`src/hw/rca_pkg.sv`:
```
package rca_pkg;
  localparam int unsigned DATA_W = 8;
  localparam int unsigned INSTR_W = 14;
  localparam int unsigned PC_W = 13;
  localparam int unsigned ADDR_W = 8;
  localparam int unsigned QUARTERS = 4;

  typedef enum logic [3:0] {
    QUARTER_PHASE_ONE = 4'h1,
    QUARTER_PHASE_TWO = 4'h2,
    QUARTER_PHASE_THREE = 4'h4,
    QUARTER_PHASE_FOUR = 4'h8
  } rca_phase_t;

  // the op field of file and literal instructions is this code as is
  typedef enum logic [3:0] {
    ALU_PASS_A = 4'h0,
    ALU_ZERO = 4'h1,
    ALU_SUB = 4'h2,
    ALU_DEC = 4'h3,
    ALU_OR = 4'h4,
    ALU_AND = 4'h5,
    ALU_XOR = 4'h6,
    ALU_ADD = 4'h7,
    ALU_PASS_B = 4'h8,
    ALU_COM = 4'h9,
    ALU_INC = 4'ha,
    ALU_RR = 4'hb,
    ALU_RL = 4'hc,
    ALU_SWAP = 4'hd
  } rca_alu_op_t;
  localparam logic [3:0] OP_LAST = 4'hd;

  // instruction fields
  localparam logic [1:0] CLS_FILE = 2'h0;
  localparam logic [1:0] CLS_RSVD = 2'h1;
  localparam logic [1:0] CLS_GOTO = 2'h2;
  localparam logic [1:0] CLS_LIT = 2'h3;
  localparam int unsigned CLS_HI = 13;
  localparam int unsigned CLS_LO = 12;
  localparam int unsigned OP_HI = 11;
  localparam int unsigned OP_LO = 8;
  localparam int unsigned DEST_BIT = 7;
  localparam int unsigned GOTO_W = 12;

  // special function registers, decoded in every bank
  localparam logic [6:0] INDF_ADDR = 7'h00;
  localparam logic [6:0] PCL_ADDR = 7'h02;
  localparam logic [6:0] STATUS_ADDR = 7'h03;
  localparam logic [6:0] FSR_ADDR = 7'h04;

  // status bits
  localparam int unsigned C_BIT = 0;
  localparam int unsigned HC_BIT = 1;
  localparam int unsigned Z_BIT = 2;
  localparam int unsigned RP_BIT = 5;

  localparam logic [12:0] PC_RESET = 13'h1fff;
  localparam logic [7:0] STATUS_RESET = 8'h00;
  localparam logic [7:0] W_RESET = 8'h00;
  localparam logic [7:0] FSR_RESET = 8'h00;
  localparam logic [13:0] NOP_INSTR = 14'h1000;
endpackage

```
`src/hw/rca_alu_if.sv`:
```
`timescale 1ns/10ps
`default_nettype none
interface rca_alu_if import rca_pkg::*; ();
  logic [7:0] a;
  logic [7:0] b;
  rca_alu_op_t op;
  logic cin;
  logic [7:0] result;
  logic cout;
  logic dcout;
  logic zout;
  modport core (output a, b, op, cin, input result, cout, dcout, zout);
  modport unit (input a, b, op, cin, output result, cout, dcout, zout);
endinterface
`default_nettype wire

```
`src/hw/rca_alu.sv`:
```
`timescale 1ns/10ps
`default_nettype none
module rca_alu import rca_pkg::*; (
  rca_alu_if.unit alu // operands in, result and flags out
);
  logic [8:0] wide;
  logic [4:0] nib;

  always_comb begin
    wide = 9'h000;
    nib = 5'h00;
    alu.result = alu.b;
    alu.cout = alu.cin;
    alu.dcout = 1'b0;
    case (alu.op)
      ALU_PASS_A: alu.result = alu.a;
      ALU_ZERO: alu.result = 8'h00;
      ALU_SUB: begin
        // b minus w as b plus not w plus one: carry out means no borrow
        wide = {1'b0, alu.b} + {1'b0, ~alu.a} + 9'h001;
        nib = {1'b0, alu.b[3:0]} + {1'b0, ~alu.a[3:0]} + 5'h01;
        alu.result = wide[7:0];
        alu.cout = wide[8];
        alu.dcout = nib[4];
      end
      ALU_DEC: alu.result = alu.b - 8'h01;
      ALU_OR: alu.result = alu.a | alu.b;
      ALU_AND: alu.result = alu.a & alu.b;
      ALU_XOR: alu.result = alu.a ^ alu.b;
      ALU_ADD: begin
        wide = {1'b0, alu.a} + {1'b0, alu.b};
        nib = {1'b0, alu.a[3:0]} + {1'b0, alu.b[3:0]};
        alu.result = wide[7:0];
        alu.cout = wide[8];
        alu.dcout = nib[4];
      end
      ALU_PASS_B: alu.result = alu.b;
      ALU_COM: alu.result = ~alu.b;
      ALU_INC: alu.result = alu.b + 8'h01;
      ALU_RR: begin
        alu.result = {alu.cin, alu.b[7:1]};
        alu.cout = alu.b[0];
      end
      ALU_RL: begin
        alu.result = {alu.b[6:0], alu.cin};
        alu.cout = alu.b[7];
      end
      ALU_SWAP: alu.result = {alu.b[3:0], alu.b[7:4]};
      default: alu.result = alu.b;
    endcase
    alu.zout = (alu.result == 8'h00);
  end
endmodule
`default_nettype wire

```
`src/hw/rca_core.sv`:
```
// Notes on behaviour
// - Each whole 14-bit instruction is read over the program bus in one instruction cycle, apart from the data bus.
// - The next instruction is fetched while the current one executes, so plain instructions take one cycle.
// - The arithmetic unit is 8 bits wide and adds, subtracts, shifts and does bitwise logic.
// - Arithmetic treats operands and results as two's complement.
// - Two-operand work takes one operand from W and the other from a file register or a literal.
// - Single-operand work takes its operand from a file register, from the literal in the literal form, or from W for ALU_PASS_A.
// - W is an 8-bit register for operands and results with no data memory address.
// - Carry, half carry and zero in the status register follow the result as the instruction dictates.
// - In subtraction carry is set when there is no borrow out of the byte and half carry when there is none out of the low nibble.
// - Arithmetic and logic work between W and any file register.
// - Every special register, the low byte of the program counter too, sits in data memory, reachable directly or indirectly.
// - Any operation works on any register through any addressing mode.
// - When selected, the clock pin carries the instruction rate, a quarter of the core clock.
// - The core clock is divided by four into non-overlapping quarter phases forming one instruction cycle.
// - Instructions that change the program counter take two cycles since the prefetched word is dropped.
// - The data operand is read in the second quarter and the destination written in the fourth.
`timescale 1ns/10ps
`default_nettype none
module rca_core import rca_pkg::*; (
  input wire logic sys_clk, // internal core clock
  input wire logic reset, // synchronous, active high
  output logic [12:0] prog_addr, // program memory address
  input wire logic [13:0] prog_data, // instruction word
  output logic [7:0] data_addr, // data memory address
  output logic data_rd_en, // operand read strobe
  input wire logic [7:0] data_rd, // operand read data
  output logic data_wr_en, // destination write strobe
  output logic [7:0] data_wr, // destination write data
  input wire logic clk_out_sel, // clock output function selected
  output logic instr_rate_clock_out // instruction rate clock
);
  rca_alu_if alu ();

  rca_phase_t q_reg, q_next;
  logic [12:0] pc_reg, pc_next;
  logic [13:0] fetch_reg, fetch_next;
  logic [13:0] ir_reg, ir_next;
  logic ir_valid_reg, ir_valid_next;
  logic branch_pend_reg, branch_pend_next;
  logic [12:0] target_reg, target_next;
  logic [7:0] w_reg, w_next;
  logic [7:0] status_reg, status_next;
  logic [7:0] fsr_reg, fsr_next;
  logic [7:0] opnd_reg, opnd_next;
  logic [7:0] res_reg, res_next;
  logic rc_reg, rc_next;
  logic rdc_reg, rdc_next;
  logic rz_reg, rz_next;
  logic [7:0] data_addr_reg, data_addr_next;
  logic clk_out_reg, clk_out_next;

  // decode of the executing instruction
  logic [1:0] cls;
  logic is_lit;
  logic is_goto;
  logic op_ok;
  rca_alu_op_t alu_op;
  logic reads_file;
  logic dest_w;
  logic dest_f;
  logic upd_c;
  logic upd_hc;
  logic upd_z;
  logic int_hit;
  logic [7:0] int_rd;
  logic branch_now;

  rca_alu u_alu (
    .alu(alu.unit)
  );

  assign cls = ir_reg[CLS_HI:CLS_LO];
  assign is_lit = (cls == CLS_LIT);
  assign is_goto = (cls == CLS_GOTO);
  assign op_ok = (ir_reg[OP_HI:OP_LO] <= OP_LAST);
  assign alu_op = rca_alu_op_t'(ir_reg[OP_HI:OP_LO]);

  always_comb begin
    reads_file = 1'b0;
    dest_w = 1'b0;
    dest_f = 1'b0;
    upd_c = 1'b0;
    upd_hc = 1'b0;
    upd_z = 1'b0;
    if ((cls == CLS_FILE || is_lit) && op_ok) begin
      // same op codes for file and literal forms keep the set orthogonal
      dest_w = is_lit || !ir_reg[DEST_BIT];
      dest_f = !is_lit && ir_reg[DEST_BIT];
      reads_file = !is_lit && alu_op != ALU_PASS_A && alu_op != ALU_ZERO;
      case (alu_op)
        ALU_ADD, ALU_SUB: begin
          upd_c = 1'b1;
          upd_hc = 1'b1;
          upd_z = 1'b1;
        end
        ALU_RR, ALU_RL: upd_c = 1'b1;
        ALU_PASS_A, ALU_SWAP: upd_z = 1'b0;
        ALU_PASS_B: upd_z = !is_lit;
        default: upd_z = 1'b1;
      endcase
      if (!is_lit && alu_op == ALU_PASS_A) begin
        dest_w = 1'b0;
        dest_f = 1'b1;
      end
    end
  end

  // special registers are answered here, never on the data bus
  always_comb begin
    int_hit = 1'b1;
    int_rd = 8'h00;
    case (data_addr_reg[6:0])
      INDF_ADDR: int_rd = 8'h00;
      PCL_ADDR: int_rd = pc_reg[7:0];
      STATUS_ADDR: int_rd = status_reg;
      FSR_ADDR: int_rd = fsr_reg;
      default: int_hit = 1'b0;
    endcase
  end

  assign alu.a = w_reg;
  assign alu.b = is_lit ? ir_reg[7:0] : opnd_reg;
  assign alu.op = alu_op;
  assign alu.cin = status_reg[C_BIT];

  assign branch_now = (q_reg == QUARTER_PHASE_FOUR) && ir_valid_reg &&
    (is_goto || (dest_f && int_hit && data_addr_reg[6:0] == PCL_ADDR));

  always_comb begin
    q_next = q_reg;
    pc_next = pc_reg;
    fetch_next = fetch_reg;
    ir_next = ir_reg;
    ir_valid_next = ir_valid_reg;
    branch_pend_next = branch_pend_reg;
    target_next = target_reg;
    w_next = w_reg;
    status_next = status_reg;
    fsr_next = fsr_reg;
    opnd_next = opnd_reg;
    res_next = res_reg;
    rc_next = rc_reg;
    rdc_next = rdc_reg;
    rz_next = rz_reg;
    data_addr_next = data_addr_reg;
    case (q_reg)
      QUARTER_PHASE_ONE: begin
        q_next = QUARTER_PHASE_TWO;
        pc_next = branch_pend_reg ? target_reg : pc_reg + 13'h0001;
        ir_next = fetch_reg;
        ir_valid_next = !branch_pend_reg;
        branch_pend_next = 1'b0;
        // indirect access goes through the select register
        if (fetch_reg[6:0] == INDF_ADDR) begin
          data_addr_next = fsr_reg;
        end else begin
          data_addr_next = {status_reg[RP_BIT], fetch_reg[6:0]};
        end
      end
      QUARTER_PHASE_TWO: begin
        q_next = QUARTER_PHASE_THREE;
        opnd_next = int_hit ? int_rd : data_rd;
      end
      QUARTER_PHASE_THREE: begin
        q_next = QUARTER_PHASE_FOUR;
        res_next = alu.result;
        rc_next = alu.cout;
        rdc_next = alu.dcout;
        rz_next = alu.zout;
      end
      QUARTER_PHASE_FOUR: begin
        q_next = QUARTER_PHASE_ONE;
        fetch_next = prog_data;
        if (ir_valid_reg) begin
          if (dest_w) begin
            w_next = res_reg;
          end
          if (dest_f && int_hit) begin
            case (data_addr_reg[6:0])
              PCL_ADDR: target_next = {pc_reg[12:8], res_reg};
              STATUS_ADDR: status_next = res_reg;
              FSR_ADDR: fsr_next = res_reg;
              default: fsr_next = fsr_reg;
            endcase
          end
          if (is_goto) begin
            target_next = {pc_reg[12], ir_reg[GOTO_W-1:0]};
          end
          // flags land after a status write so the result flags win
          if (upd_c) begin
            status_next[C_BIT] = rc_reg;
          end
          if (upd_hc) begin
            status_next[HC_BIT] = rdc_reg;
          end
          if (upd_z) begin
            status_next[Z_BIT] = rz_reg;
          end
        end
        branch_pend_next = branch_now;
      end
      default: q_next = QUARTER_PHASE_ONE;
    endcase
    clk_out_next = clk_out_sel && (q_next == QUARTER_PHASE_THREE ||
      q_next == QUARTER_PHASE_FOUR);
  end

  always_ff @(posedge sys_clk) begin
    if (reset) begin
      q_reg <= QUARTER_PHASE_ONE;
      pc_reg <= PC_RESET;
      fetch_reg <= NOP_INSTR;
      ir_reg <= NOP_INSTR;
      ir_valid_reg <= 1'b0;
      branch_pend_reg <= 1'b0;
      target_reg <= 13'h0000;
      w_reg <= W_RESET;
      status_reg <= STATUS_RESET;
      fsr_reg <= FSR_RESET;
      opnd_reg <= 8'h00;
      res_reg <= 8'h00;
      rc_reg <= 1'b0;
      rdc_reg <= 1'b0;
      rz_reg <= 1'b0;
      data_addr_reg <= 8'h00;
      clk_out_reg <= 1'b0;
    end else begin
      q_reg <= q_next;
      pc_reg <= pc_next;
      fetch_reg <= fetch_next;
      ir_reg <= ir_next;
      ir_valid_reg <= ir_valid_next;
      branch_pend_reg <= branch_pend_next;
      target_reg <= target_next;
      w_reg <= w_next;
      status_reg <= status_next;
      fsr_reg <= fsr_next;
      opnd_reg <= opnd_next;
      res_reg <= res_next;
      rc_reg <= rc_next;
      rdc_reg <= rdc_next;
      rz_reg <= rz_next;
      data_addr_reg <= data_addr_next;
      clk_out_reg <= clk_out_next;
    end
  end

  assign prog_addr = pc_reg;
  assign data_addr = data_addr_reg;
  assign data_wr = res_reg;
  assign instr_rate_clock_out = clk_out_reg;
  // strobes are combinational; the memory answers within the quarter
  assign data_rd_en = (q_reg == QUARTER_PHASE_TWO) && ir_valid_reg &&
    reads_file && !int_hit;
  assign data_wr_en = (q_reg == QUARTER_PHASE_FOUR) && ir_valid_reg &&
    dest_f && !int_hit;
endmodule
`default_nettype wire

```
`config.mk`:
```
export PLATFORM = sky130hd
export DESIGN_NAME = rca_core
export DESIGN_NICKNAME = d
export VERILOG_FILES = /design/src/hw/rca_pkg.sv /design/src/hw/rca_alu_if.sv /design/src/hw/rca_alu.sv /design/src/hw/rca_core.sv
export SDC_FILE = /design/constraint.sdc
export NUM_CORES = 1
export LEC_CHECK = 0
export ABC_CLOCK_PERIOD_IN_PS = 3200
export CORE_ASPECT_RATIO = 0.8
export CORE_UTILIZATION = 58
export DETAILED_ROUTE_END_ITERATION = 10
export DONT_BUFFER_PORTS = 1
export GPL_TIMING_DRIVEN = 0
export PLACE_DENSITY = 0.8
export REMOVE_ABC_BUFFERS = 1
export SETUP_SLACK_MARGIN = 0.05
export SLEW_MARGIN = 20
export SYNTH_ARGS = -nofsm -noshare
export SYNTH_HDL_FRONTEND = slang
export SYNTH_SLANG_ARGS = --single-unit
```
`constraint.sdc`:
```
create_clock -name sys_clk -period 3.2 [get_ports sys_clk]
set_input_delay 0.32 -clock sys_clk [delete_from_list [all_inputs] [get_ports sys_clk]]
set_output_delay 0.32 -clock sys_clk [all_outputs]
set_load 0.01 [all_outputs]
```
After elaboration in Yosys (flattened, before gate mapping)
Cells that the tools add are included.
{"block": "classes", "add_sub_neg": 9, "magnitude_cmp": 1, "eq_ne": 25, "n_mux": 30, "bitwise_logic": 6, "n_reduce_logical": 49}
{"cell": "case mux 8 bit (13 select lines)", "count": 1}
{"cell": "two-way mux 13 bit", "count": 4}
{"cell": "equality test 4 bit (second input constant)", "count": 8}
{"cell": "equality test 4 x 3 -> 1 bit (second input constant)", "count": 6}
{"cell": "two-way mux 8 bit", "count": 3}
{"cell": "case mux 8 bit (3 select lines)", "count": 1}
{"cell": "AND reduction 4 bit", "count": 6}
{"cell": "adder 8 x 8 -> 9 bit", "count": 2}
{"cell": "nonzero test 2 bit", "count": 9}
{"cell": "NOT 8 bit", "count": 2}
{"cell": "logical AND 1 bit", "count": 15}
{"cell": "equality test 7 x 2 -> 1 bit (second input constant)", "count": 2}
{"cell": "zero test 7 bit", "count": 2}
{"cell": "two-way mux 1 bit", "count": 14}
{"cell": "adder 13 x 1 -> 13 bit (second input constant)", "count": 1}
{"cell": "equality test 4 x 2 -> 1 bit (second input constant)", "count": 3}
{"cell": "case mux 4 bit (3 select lines)", "count": 1}
{"cell": "OR reduction 4 bit", "count": 3}
{"cell": "adder 4 x 4 -> 5 bit", "count": 2}
{"cell": "adder 9 x 1 -> 9 bit (second input constant)", "count": 1}
{"cell": "adder 8 x 1 -> 8 bit (second input constant)", "count": 1}
{"cell": "AND 8 bit", "count": 1}
{"cell": "equality test 4 x 1 -> 1 bit (second input constant)", "count": 2}
{"cell": "zero test 8 bit", "count": 1}
{"cell": "19 further kinds", "count": 29}
{"block": "totals", "register_bits": 112}

Depth between registers and ports, before layout
Gate-level depths: netlist of the first run.
{"block": "logic_depth", "depth_word": 10, "mapped_depth": 14}

Modules after synthesis
From an unflattened synthesis of the first run, not the netlist that was laid out.
{"block": "unflattened", "hier_cells": 907, "hier_area_um2": 7153.1}
{"module": "rca_core", "instances": 1, "cells_each": 592, "area_each_um2": 5017.3}
{"module": "rca_alu", "instances": 1, "cells_each": 315, "area_each_um2": 2135.8}

Worst setup path before layout of the first run
No wires, ideal clock.
{"block": "synth_timing", "kind": "reg2reg", "start": "register ir_reg[13]", "end": "register rz_reg", "setup_time_ns": 0.096, "t_arrival_ns": 3.129, "t_required_ns": 3.104, "setup_slack_ns": -0.025, "stages_incl_launch_ff": 13, "n_path_buf": 2, "synth_period_minus_slack_ns": 3.225, "path_cell_list": "dfxtp_1 -> ha_1 -> buf_6 -> mux2_2 -> ha_1 -> clkbuf_1 -> nor2b_1 -> a21oi_1 -> a221oi_1 -> xnor2_1 -> o21ai_0 -> o32a_1 -> o41ai_2"}
{"block": "synth_between", "elab_chain_len": 6, "word_cells_on_any_way": 13}
{"element": "from (decl)", "line": "rca_core.sv:38", "source": "logic [13:0] ir_reg, ir_next;"}
{"element": "from (signal assigned)", "line": "rca_core.sv:232", "source": "ir_reg <= ir_next;"}
{"element": "equality test 2 bit *", "line": "rca_core.sv:74", "source": "assign is_lit = (cls == CLS_LIT);"}
{"element": "two-way mux 8 bit *", "line": "rca_core.sv:123", "source": "assign alu.b = is_lit ? ir_reg[7:0] : opnd_reg;"}
{"element": "adder 8 x 8 -> 9 bit", "line": "rca_alu.sv:20", "source": "wide = {1'b0, alu.b} + {1'b0, ~alu.a} + 9'h001;"}
{"element": "adder 9 x 1 -> 9 bit", "line": "rca_alu.sv:20"}
{"element": "case mux 8 bit (13 select lines) *", "line": "rca_alu.sv:15", "source": "case (alu.op)"}
{"element": "zero test 8 bit *", "line": "rca_alu.sv:51", "source": "alu.zout = (alu.result == 8'h00);"}
{"element": "to (signal assigned)", "line": "rca_core.sv:243", "source": "rz_reg <= rz_next;"}
{"element": "to (decl)", "line": "rca_core.sv:49", "source": "logic rz_reg, rz_next;"}
Mark *: on every way between the ends. The rest lies on a longest branch, timed or not.
A chain may end at the register's enable or synchronous reset.

Final worst setup path of the first run
Same ends and word-level chain as after synthesis.

==> metrics, run 1 <==
ratio of cells with drive above 1 in the final layout=0.110; fin crit period=3340 ps; ys async rst share=0; vias per cell=6.59; chip width=between 100 and 150 um; CP Data Arrival Time=3600 ps; Area Overhead vs Synth=7.73%; final slew viol count=0; #FFs+latches synth=112; worst hold start=reset; Period Utilization, post-route=1.04; Crit Path Class=reg -> reg; Unique masters post-synth=81; Synth Instances=902; Die Height=101 um; HP Class=in -> reg; R2R depth=13; H-tree depth=3; Antenna diodes=0; DR vias=6746; Filler Cell Count=roughly 1000; clock edge transition at the registers on the reported setup and hold paths=80 ps; max-capacitance violation count=0; critical path peak fanout=4; Avg WL per Cell=20.7 um; initial drt markers=approximately 800; number of buffers created by CTS=9; CP endpoint kind=flip-flop; Hold Worst Slack=23.9 ps; reg-to-reg startpoint=ir_reg[13]; Final Non-Filler Cells=roughly 1000; CTS tree=built; syn_area_per_cell=7.83 um2; EDFF count, synth=0; Yosys Warn Count=0; crit path to=rz_reg; worst setup margin=-143 ps; RSZ-0062 raised after global routing=yes; prevailing post-synth register cell=dfxtp_1; R2R Path End=rz_reg; design area=around 7600 um2; number of global-route vias before repair=5886; row count=35; reg-to-reg slack, setup=-140 ps; Mapped Area=7060 um2; status=complete, but fails checks; crit path from=ir_reg[13]; Final setup viols=1; first-pass GRT wire length=between 30 and 40 mm; Worst EP required=3460 ps; Leakage=approximately 2.7 nW; Hold Vio Cnt, Final=0; CTS max path bufs=2; port bufs=0; GPL Wtd Cong=approximately 0.96; post-synthesis sequential area ratio=0.318; DRT Pass-1 Iters=9; Core Util, Final=0.651; die area=12600 um2; initial antenna violation count=0; clock skew=just over 8 ps; Peak Freq=299 MHz; largest net degree at the start of global routing=82; Setup crit start kind=flip-flop; clk_lat worst skew=350 ps; PD cells=around 540 nW/um2; clock root cell=clkbuf_16; # hold bufs at CTS=0; failing checks=DRC, setup timing; placed cell count=997; IO Pins=57; Max IR drop VDD=about 0.36 mV; CTS Sinks=112; slew at the pin with the worst max-slew slack=995 ps; Total GRT Usage=0.339; Core ar.=between 10000 and 15000 um2; initial core utilization=0.604; Routed WL=around 21 mm; DRC Markers=4; Detailed Place HPWL=14.6 mm; fin nets=about 930; DP Area=7060 um2; antenna viol nets, final=0; max_slew headroom=0.336; GRT Residual Overflow=0
[how the worst min path moves through the flow]
stage	endpoint	slack (ps)	cells after the start
global route	fetch_reg[6]	6	1
finish	fetch_reg[4]	20	1
global placement	fetch_reg[6]	390	1
detailed placement	ir_reg[8]	390	1
CTS	ir_reg[13]	10	1
floorplan	branch_pend_reg	390	1
[worst max-delay path, cell delays in order (launching register included)]
cell	delay, ps
dfxtp_4	370
ha_4	170
mux2_4	350
inv_6	60
ha_2	170
inv_1	50
fa_1	430
nor4bb_1	150
a31oi_1	180
nor2_1	50
or4_4	570
a311oi_4	310
nand4b_1	170
o41ai_2	210
[per-layer routing]
metal | part of all wire | vias to the layer above | track usage
met3 | 0.11 | 37 | 0.102
li1 | - | 3177 | -
met2 | 0.42 | 333 | 0.492
met1 | 0.44 | 3199 | 0.486
met4 | 0.021 | 0 | 0.0844
met5 | 0 | - | 0
[area by class of cell]
class                           count  area, um2  area share
Sequential cell                   112       2260       0.297
Clock inverter                      7       61.3     0.00806
Timing Repair Buffer               19        145      0.0191
Multi-Input combinational cell    701       4620       0.607
Clock buffer                        9        225      0.0296
Inverter                           28        113      0.0148
Tap cell                          148        185      0.0243
[report_power, final]
group	leakage, nW	internal (mW)	switching [mW]
combinational	1.62	0.529	0.693
sequential	0.911	1.52	0.261
clock	0.140	0.545	0.546
[synthesized netlist by cell type, types with 5 or more instances]
cell type  count  area share
dfxtp_1      112        0.32
nand2_1      110       0.058
nor2_1       110       0.058
a21oi_1      101       0.072
o21ai_0       50       0.035
mux2i_1       43       0.061
clkbuf_1      38       0.020
ha_1          33       0.058
inv_1         24       0.013
nand3_1       23       0.016
and2_1        15       0.013
and3_1        14       0.012
mux2_2        13       0.021
a221oi_1      12       0.015
buf_2         12      0.0085
o22ai_1       11      0.0097
xnor2_1       10       0.012
a22oi_1        9      0.0096
a31oi_1        9      0.0080
nor2b_1        9      0.0080
nand4_1        8      0.0071
a211oi_1       7      0.0074
nor3_1         7      0.0050
nand2b_1       6      0.0053
nor3b_1        6      0.0064
buf_1          5      0.0027
o211ai_1       5      0.0053
[per-stage QoR]
| stage | worst slack (ps) | setup TNS, ps | power (mW) |
|---|---|---|---|
| after global placement | -3040 | -94190 | 2.88 |
| after detailed placement | -1100 | -10130 | 2.95 |
| after CTS | -131 | -131 | 4.06 |
| after floorplan | -1150 | -23090 | 2.60 |
| after global routing | -304 | -304 | 4.31 |
| final | -143 | -143 | 4.09 |
[placed cells by master (no fill, tap or decap), types with 6 or more instances in the layout]
cell and count:
ha_1 28, dfxtp_1 106, a21oi_1 100, nand4_1 8
nand3_1 23, clkbuf_16 9, a22oi_1 9, nand2b_1 6
inv_1 24, nand2_1 110, a211oi_1 7, buf_4 10
nor3_1 6, and3_1 14, xnor2_1 10, o22ai_1 11
a221oi_1 10, nor2b_1 9, mux2_2 10, nor2_1 110
a31oi_1 9, mux2i_1 43, and2_1 15, o21ai_0 47
[kinds of logic after synthesis]
group / Yosys count / synth area share
multiplexers: 60 / 0.0911
AO/OA/AOI/OAI: 255 / 0.227
AND/OR/NAND/NOR: 336 / 0.225
buffers and inverters: 89 / 0.0542
XOR/XNOR: 13 / 0.0161
adder cells (fa/ha/maj): 37 / 0.0684
flip-flops: 112 / 0.318
[timing repair]
action	CTS	global route
buffers inserted	8	3
pin swaps	4	6
gates resized for setup	28	12
endpoints found under the setup margin	26	19
No activity file was read; power rests on OpenSTA's default activity.
==> run 2, diff against run 1 <==
--- a/config.mk
+++ b/config.mk
@@ -7,6 +7,7 @@
 export LEC_CHECK = 0
 export ABC_CLOCK_PERIOD_IN_PS = 3200
 export CORE_ASPECT_RATIO = 0.8
+export CORE_MARGIN = 2
 export CORE_UTILIZATION = 58
 export DETAILED_ROUTE_END_ITERATION = 10
 export DONT_BUFFER_PORTS = 1
@@ -18,3 +19,4 @@
 export SYNTH_ARGS = -nofsm -noshare
 export SYNTH_HDL_FRONTEND = slang
 export SYNTH_SLANG_ARGS = --single-unit
+export TNS_END_PERCENT = 1
==> metrics, run 2 (synthesized netlist as in run 1, its figures left out) <==
RSZ-0062 raised after global routing=yes; IO Pins=57; largest net degree at the start of global routing=between 80 and 90; slowest stage cell, crit path=or4_4; antenna viol nets, final=0; DRT Pass-1 Iters=5; CP Data Arrival Time=3570 ps; clock root cell=clkbuf_16; max_slew headroom=0.329; H-tree depth=3; critical path peak fanout=6; clk_lat worst skew=340 ps; CTS max path bufs=2; HP Class=in -> reg; GRT Residual Overflow=0; initial antenna violation count=0; number of buffers created by CTS=9; initial core utilization=0.587; design area=7540 um2; initial drt markers=851; Detailed Place HPWL=14.3 mm; CP peak stage delay=550 ps; Leakage=2.62 nW; max-capacitance violation count=0; status=complete, but fails checks; storage element area=2260 um2; R2R depth=13; number of global-route vias before repair=6075; worst setup margin=-121 ps; Hold Vio Cnt, Final=0; worst hold path depth=1; setup TNS=-121 ps; Antenna diodes=0; Die Height=103 um; Crit path max-delay family=simple AND/OR/NAND/NOR gates; vias per cell=about 6.6; first-pass GRT wire length=32.4 mm; CP endpoint kind=flip-flop; clock skew=5.07 ps; Peak Freq=301 MHz; cell breakdown of the critical path=ha_4 > mux2_4 > inv_4 > ha_2 > inv_1 > fa_2 > nor4bb_1 > a31oi_1 > nor2_1 > or4_4 > a311oi_4 > nand4b_1 > o41ai_2; DR vias=6748; Crit Path Class=reg -> reg; Max IR drop VDD=0.326 mV; fin crit period=~3300 ps; failing checks=setup timing; chip width=127 um; CTS Sinks=112; DP Area=7070 um2; GPL Wtd Cong=~1.1; Core ar.=12000 um2; slew at the pin with the worst max-slew slack=1010 ps; Area Overhead vs Synth=6.86%; commonest non-fill, non-tap cells in the layout=110 x nor2_1, 110 x nand2_1, 106 x dfxtp_1; Filler Cell Count=1051; Core Util, Final=0.627; row count=36; Multi-input gate area=4610 um2; Post-Place Worst Slack=-1010 ps; Total GRT Usage=0.313; Routed WL=roughly 21 mm; final slew viol count=0; Power, Total=4.02 mW; Worst EP required=3450 ps; clock edge transition at the registers on the reported setup and hold paths=about 70 ps; critical path depth=13; Period Utilization, post-route=1.04; PD cells=between 500 and 600 nW/um2; die area=13100 um2; CTS tree=built; Final setup viols=1; DRC Markers=0; Setup crit start kind=flip-flop; Bufs and invs on worst path=2; fin nets=927; ratio of cells with drive above 1 in the final layout=0.103; # hold bufs at CTS=0; port bufs=0; Avg WL per Cell=20.4 um
==> run 2: worst paths after layout <==
check	to	slack, ps	start
min	fetch_reg[13]	30	reset
max reg2reg	rz_reg	-120	ir_reg[13]
max	rz_reg	-120	ir_reg[13]
min reg2reg	ir_reg[10]	440	fetch_reg[10]
==> run 2: power breakdown <==
part / switching (mW) / internal, mW / leakage (nW)
Sequential: 0.258 / 1.52 / 0.911
Combinational: 0.693 / 0.524 / 1.60
Clock: 0.501 / 0.523 / 0.117
Total: 1.45 / 2.57 / 2.62
==> run 2: final cells by class <==
class                           count  share of cell area
Clock buffer                       10              0.0303
Clock inverter                      5             0.00464
Timing Repair Buffer               14              0.0144
Multi-Input combinational cell    701               0.611
Inverter                           28              0.0146
Sequential cell                   112               0.300
Tap cell                          152              0.0252
==> run 2: timing repair <==
item	4_1_cts	5_1_grt
gates resized for setup	19	19
pin swaps	3	5
endpoints found under the setup margin	26	20
buffers inserted	6	1
==> run 2: metal layers <==
layer  GRT usage  wire (um)
met4      0.0761        368
met3       0.103       2760
met1       0.449       8710
met5           0          0
met2       0.456       9000
==> run 2: metrics by stage <==
stage / hold WS [ps] / cells
after floorplan: 389 / 841
after global placement: 395 / 993
after detailed placement: 393 / 1000
after CTS: 22.0 / 1021
after global routing: 13.5 / 1022
final: 33.6 / 1022
==> run 3, diff against run 2 <==
--- a/config.mk
+++ b/config.mk
@@ -6,13 +6,15 @@
 export NUM_CORES = 1
 export LEC_CHECK = 0
 export ABC_CLOCK_PERIOD_IN_PS = 3200
+export CELL_PAD_IN_SITES_DETAIL_PLACEMENT = 1
+export CELL_PAD_IN_SITES_GLOBAL_PLACEMENT = 2
 export CORE_ASPECT_RATIO = 0.8
 export CORE_MARGIN = 2
-export CORE_UTILIZATION = 58
+export CORE_UTILIZATION = 35
 export DETAILED_ROUTE_END_ITERATION = 10
 export DONT_BUFFER_PORTS = 1
 export GPL_TIMING_DRIVEN = 0
-export PLACE_DENSITY = 0.8
+export PLACE_DENSITY = 0.81
 export REMOVE_ABC_BUFFERS = 1
 export SETUP_SLACK_MARGIN = 0.05
 export SLEW_MARGIN = 20
==> metrics, run 3 (synthesized netlist as in run 1, its figures left out) <==
status=complete, but fails checks; failing checks=setup timing; Die Height=131 um; Antenna diodes=0; CTS Sinks=about 110; commonest non-fill, non-tap cells in the layout=110 x nand2_1, 109 x nor2_1, 106 x dfxtp_1; NetSw=1.59 mW; clk_lat worst skew=370 ps; DRC Markers=0; max_slew headroom=0.283; Final setup viols=2; Leakage=between 2 and 3 nW; initial drt markers=roughly 700; DR vias=6679; CTS tree=built; number of global-route vias before repair=6434; row count=46; critical path peak fanout=3; Peak Freq=306 MHz; antenna viol nets, final=0; setup TNS=-65.7 ps; RSZ-0062 raised after global routing=yes; Setup crit start kind=flip-flop; Filler Cell Count=between 2000 and 2500; ratio of cells with drive above 1 in the final layout=0.123; worst setup margin=-63.6 ps; largest net degree at the start of global routing=82; final slew viol count=0; Core ar.=19800 um2; Routed WL=25.6 mm; fin nets=937; Crit Path Class=reg -> reg; Post-Place Worst Slack=-1070 ps; port bufs=0; Hold Worst Slack=13.2 ps; Period Utilization, post-route=1.02; slew at the pin with the worst max-slew slack=around 1100 ps; Switching Fraction=0.366; Total GRT Usage=0.240; clock edge transition at the registers on the reported setup and hold paths=80 ps; Power, Total=around 4.3 mW; initial core utilization=0.357; first-pass GRT wire length=between 30 and 40 mm; Hold Vio Cnt, Final=0; fin crit period=3260 ps; vias per cell=5.83; Sequential Power Share=0.412; die area=21300 um2; PD cells=550 nW/um2; IO Pins=57; H-tree depth=3; Detailed Place HPWL=17.6 mm; number of buffers created by CTS=9; max-capacitance violation count=0; Logic pwr share=0.290; Max IR drop VDD=0.292 mV; CP Data Arrival Time=approximately 3500 ps; Avg WL per Cell=roughly 22 um; CP endpoint kind=flip-flop; chip width=163 um; GRT Residual Overflow=0; clock skew=around 11 ps; GPL Wtd Cong=0.891; initial antenna violation count=0; Worst EP required=3470 ps; CTS max path bufs=2; most common cell after layout, fill and taps aside=nand2_1; internal power=approximately 2.8 mW; Area Overhead vs Synth=11.9%; HP Class=in -> reg; DRT Pass-1 Iters=6; Clock power frac=0.297; clock root cell=clkbuf_16
## run 3: repair_timing
item,in CTS,in global routing
setup buffers,12,2
endpoints found under the hold margin,0,4
pin swaps,5,6
gates resized for setup,27,17
setup endpoints to repair,24,7
hold buffers,0,1
cloned,0,0
## run 3: critical path, cell delays in order (launching register included)
cell and delay, ps:
dfxtp_4 370, ha_4 170, mux2_4 350, inv_6 70
ha_4 120, inv_1 40, fa_1 410, nor4bb_1 150
a31oi_1 170, nor2_1 80, or4_4 580, a311oi_4 290
nand4b_1 160, o41ai_2 200
## run 3: through the flow
| stage | area (um2) | util | std cells |
|---|---|---|---|
| 2_1_floorplan | 6780 | - | 841 |
| 3_3_place_gp | 7110 | 0.359 | 1105 |
| 3_5_place_dp | 7240 | 0.366 | 1114 |
| 4_1_cts | 7790 | 0.393 | 1142 |
| 5_1_grt | 7900 | 0.399 | 1145 |
| 6_report | 7900 | 0.399 | 1145 |
## run 3: final timing paths
path	start	endpoint	slack [ps]	cells past startpoint
worst min-delay path	reset	fetch_reg[6]	10	1
worst max-delay path	ir_reg[13]	rz_reg	-60	13
worst min register to register	fetch_reg[13]	ir_reg[13]	450	2
worst max register to register	ir_reg[13]	rz_reg	-60	13
## run 3: power groups by stage
| stage | Clock, mW | Sequential [mW] | Combinational, mW |
|---|---|---|---|
| 2_1_floorplan | 0 | 1.72 | 0.883 |
| 5_1_grt | 1.36 | 1.82 | 1.41 |
| 4_1_cts | 1.31 | 1.79 | 1.23 |
| 3_3_place_gp | 0 | 1.81 | 1.14 |
| 3_5_place_dp | 0 | 1.82 | 1.19 |
| 6_report | 1.29 | 1.79 | 1.26 |
## run 3: per-layer routing
metal | part of all wire | vias up | GRT usage
met1 | 0.50 | 3302 | 0.360
met5 | 0 | - | 0
met2 | 0.43 | 185 | 0.359
li1 | - | 3180 | -
met3 | 0.072 | 12 | 0.0489
met4 | 0.0058 | 0 | 0.0328
## run 3: area by class of cell
cell class              count  area, um2  share of cell area
multi-input cells         701       4660               0.590
flip-flops and latches    112       2260               0.286
well taps                 264        330              0.0418
clock buffers               9        225              0.0285
repair buffers             24        201              0.0255
inverters                  28        113              0.0143
clock inverters             7        109              0.0138
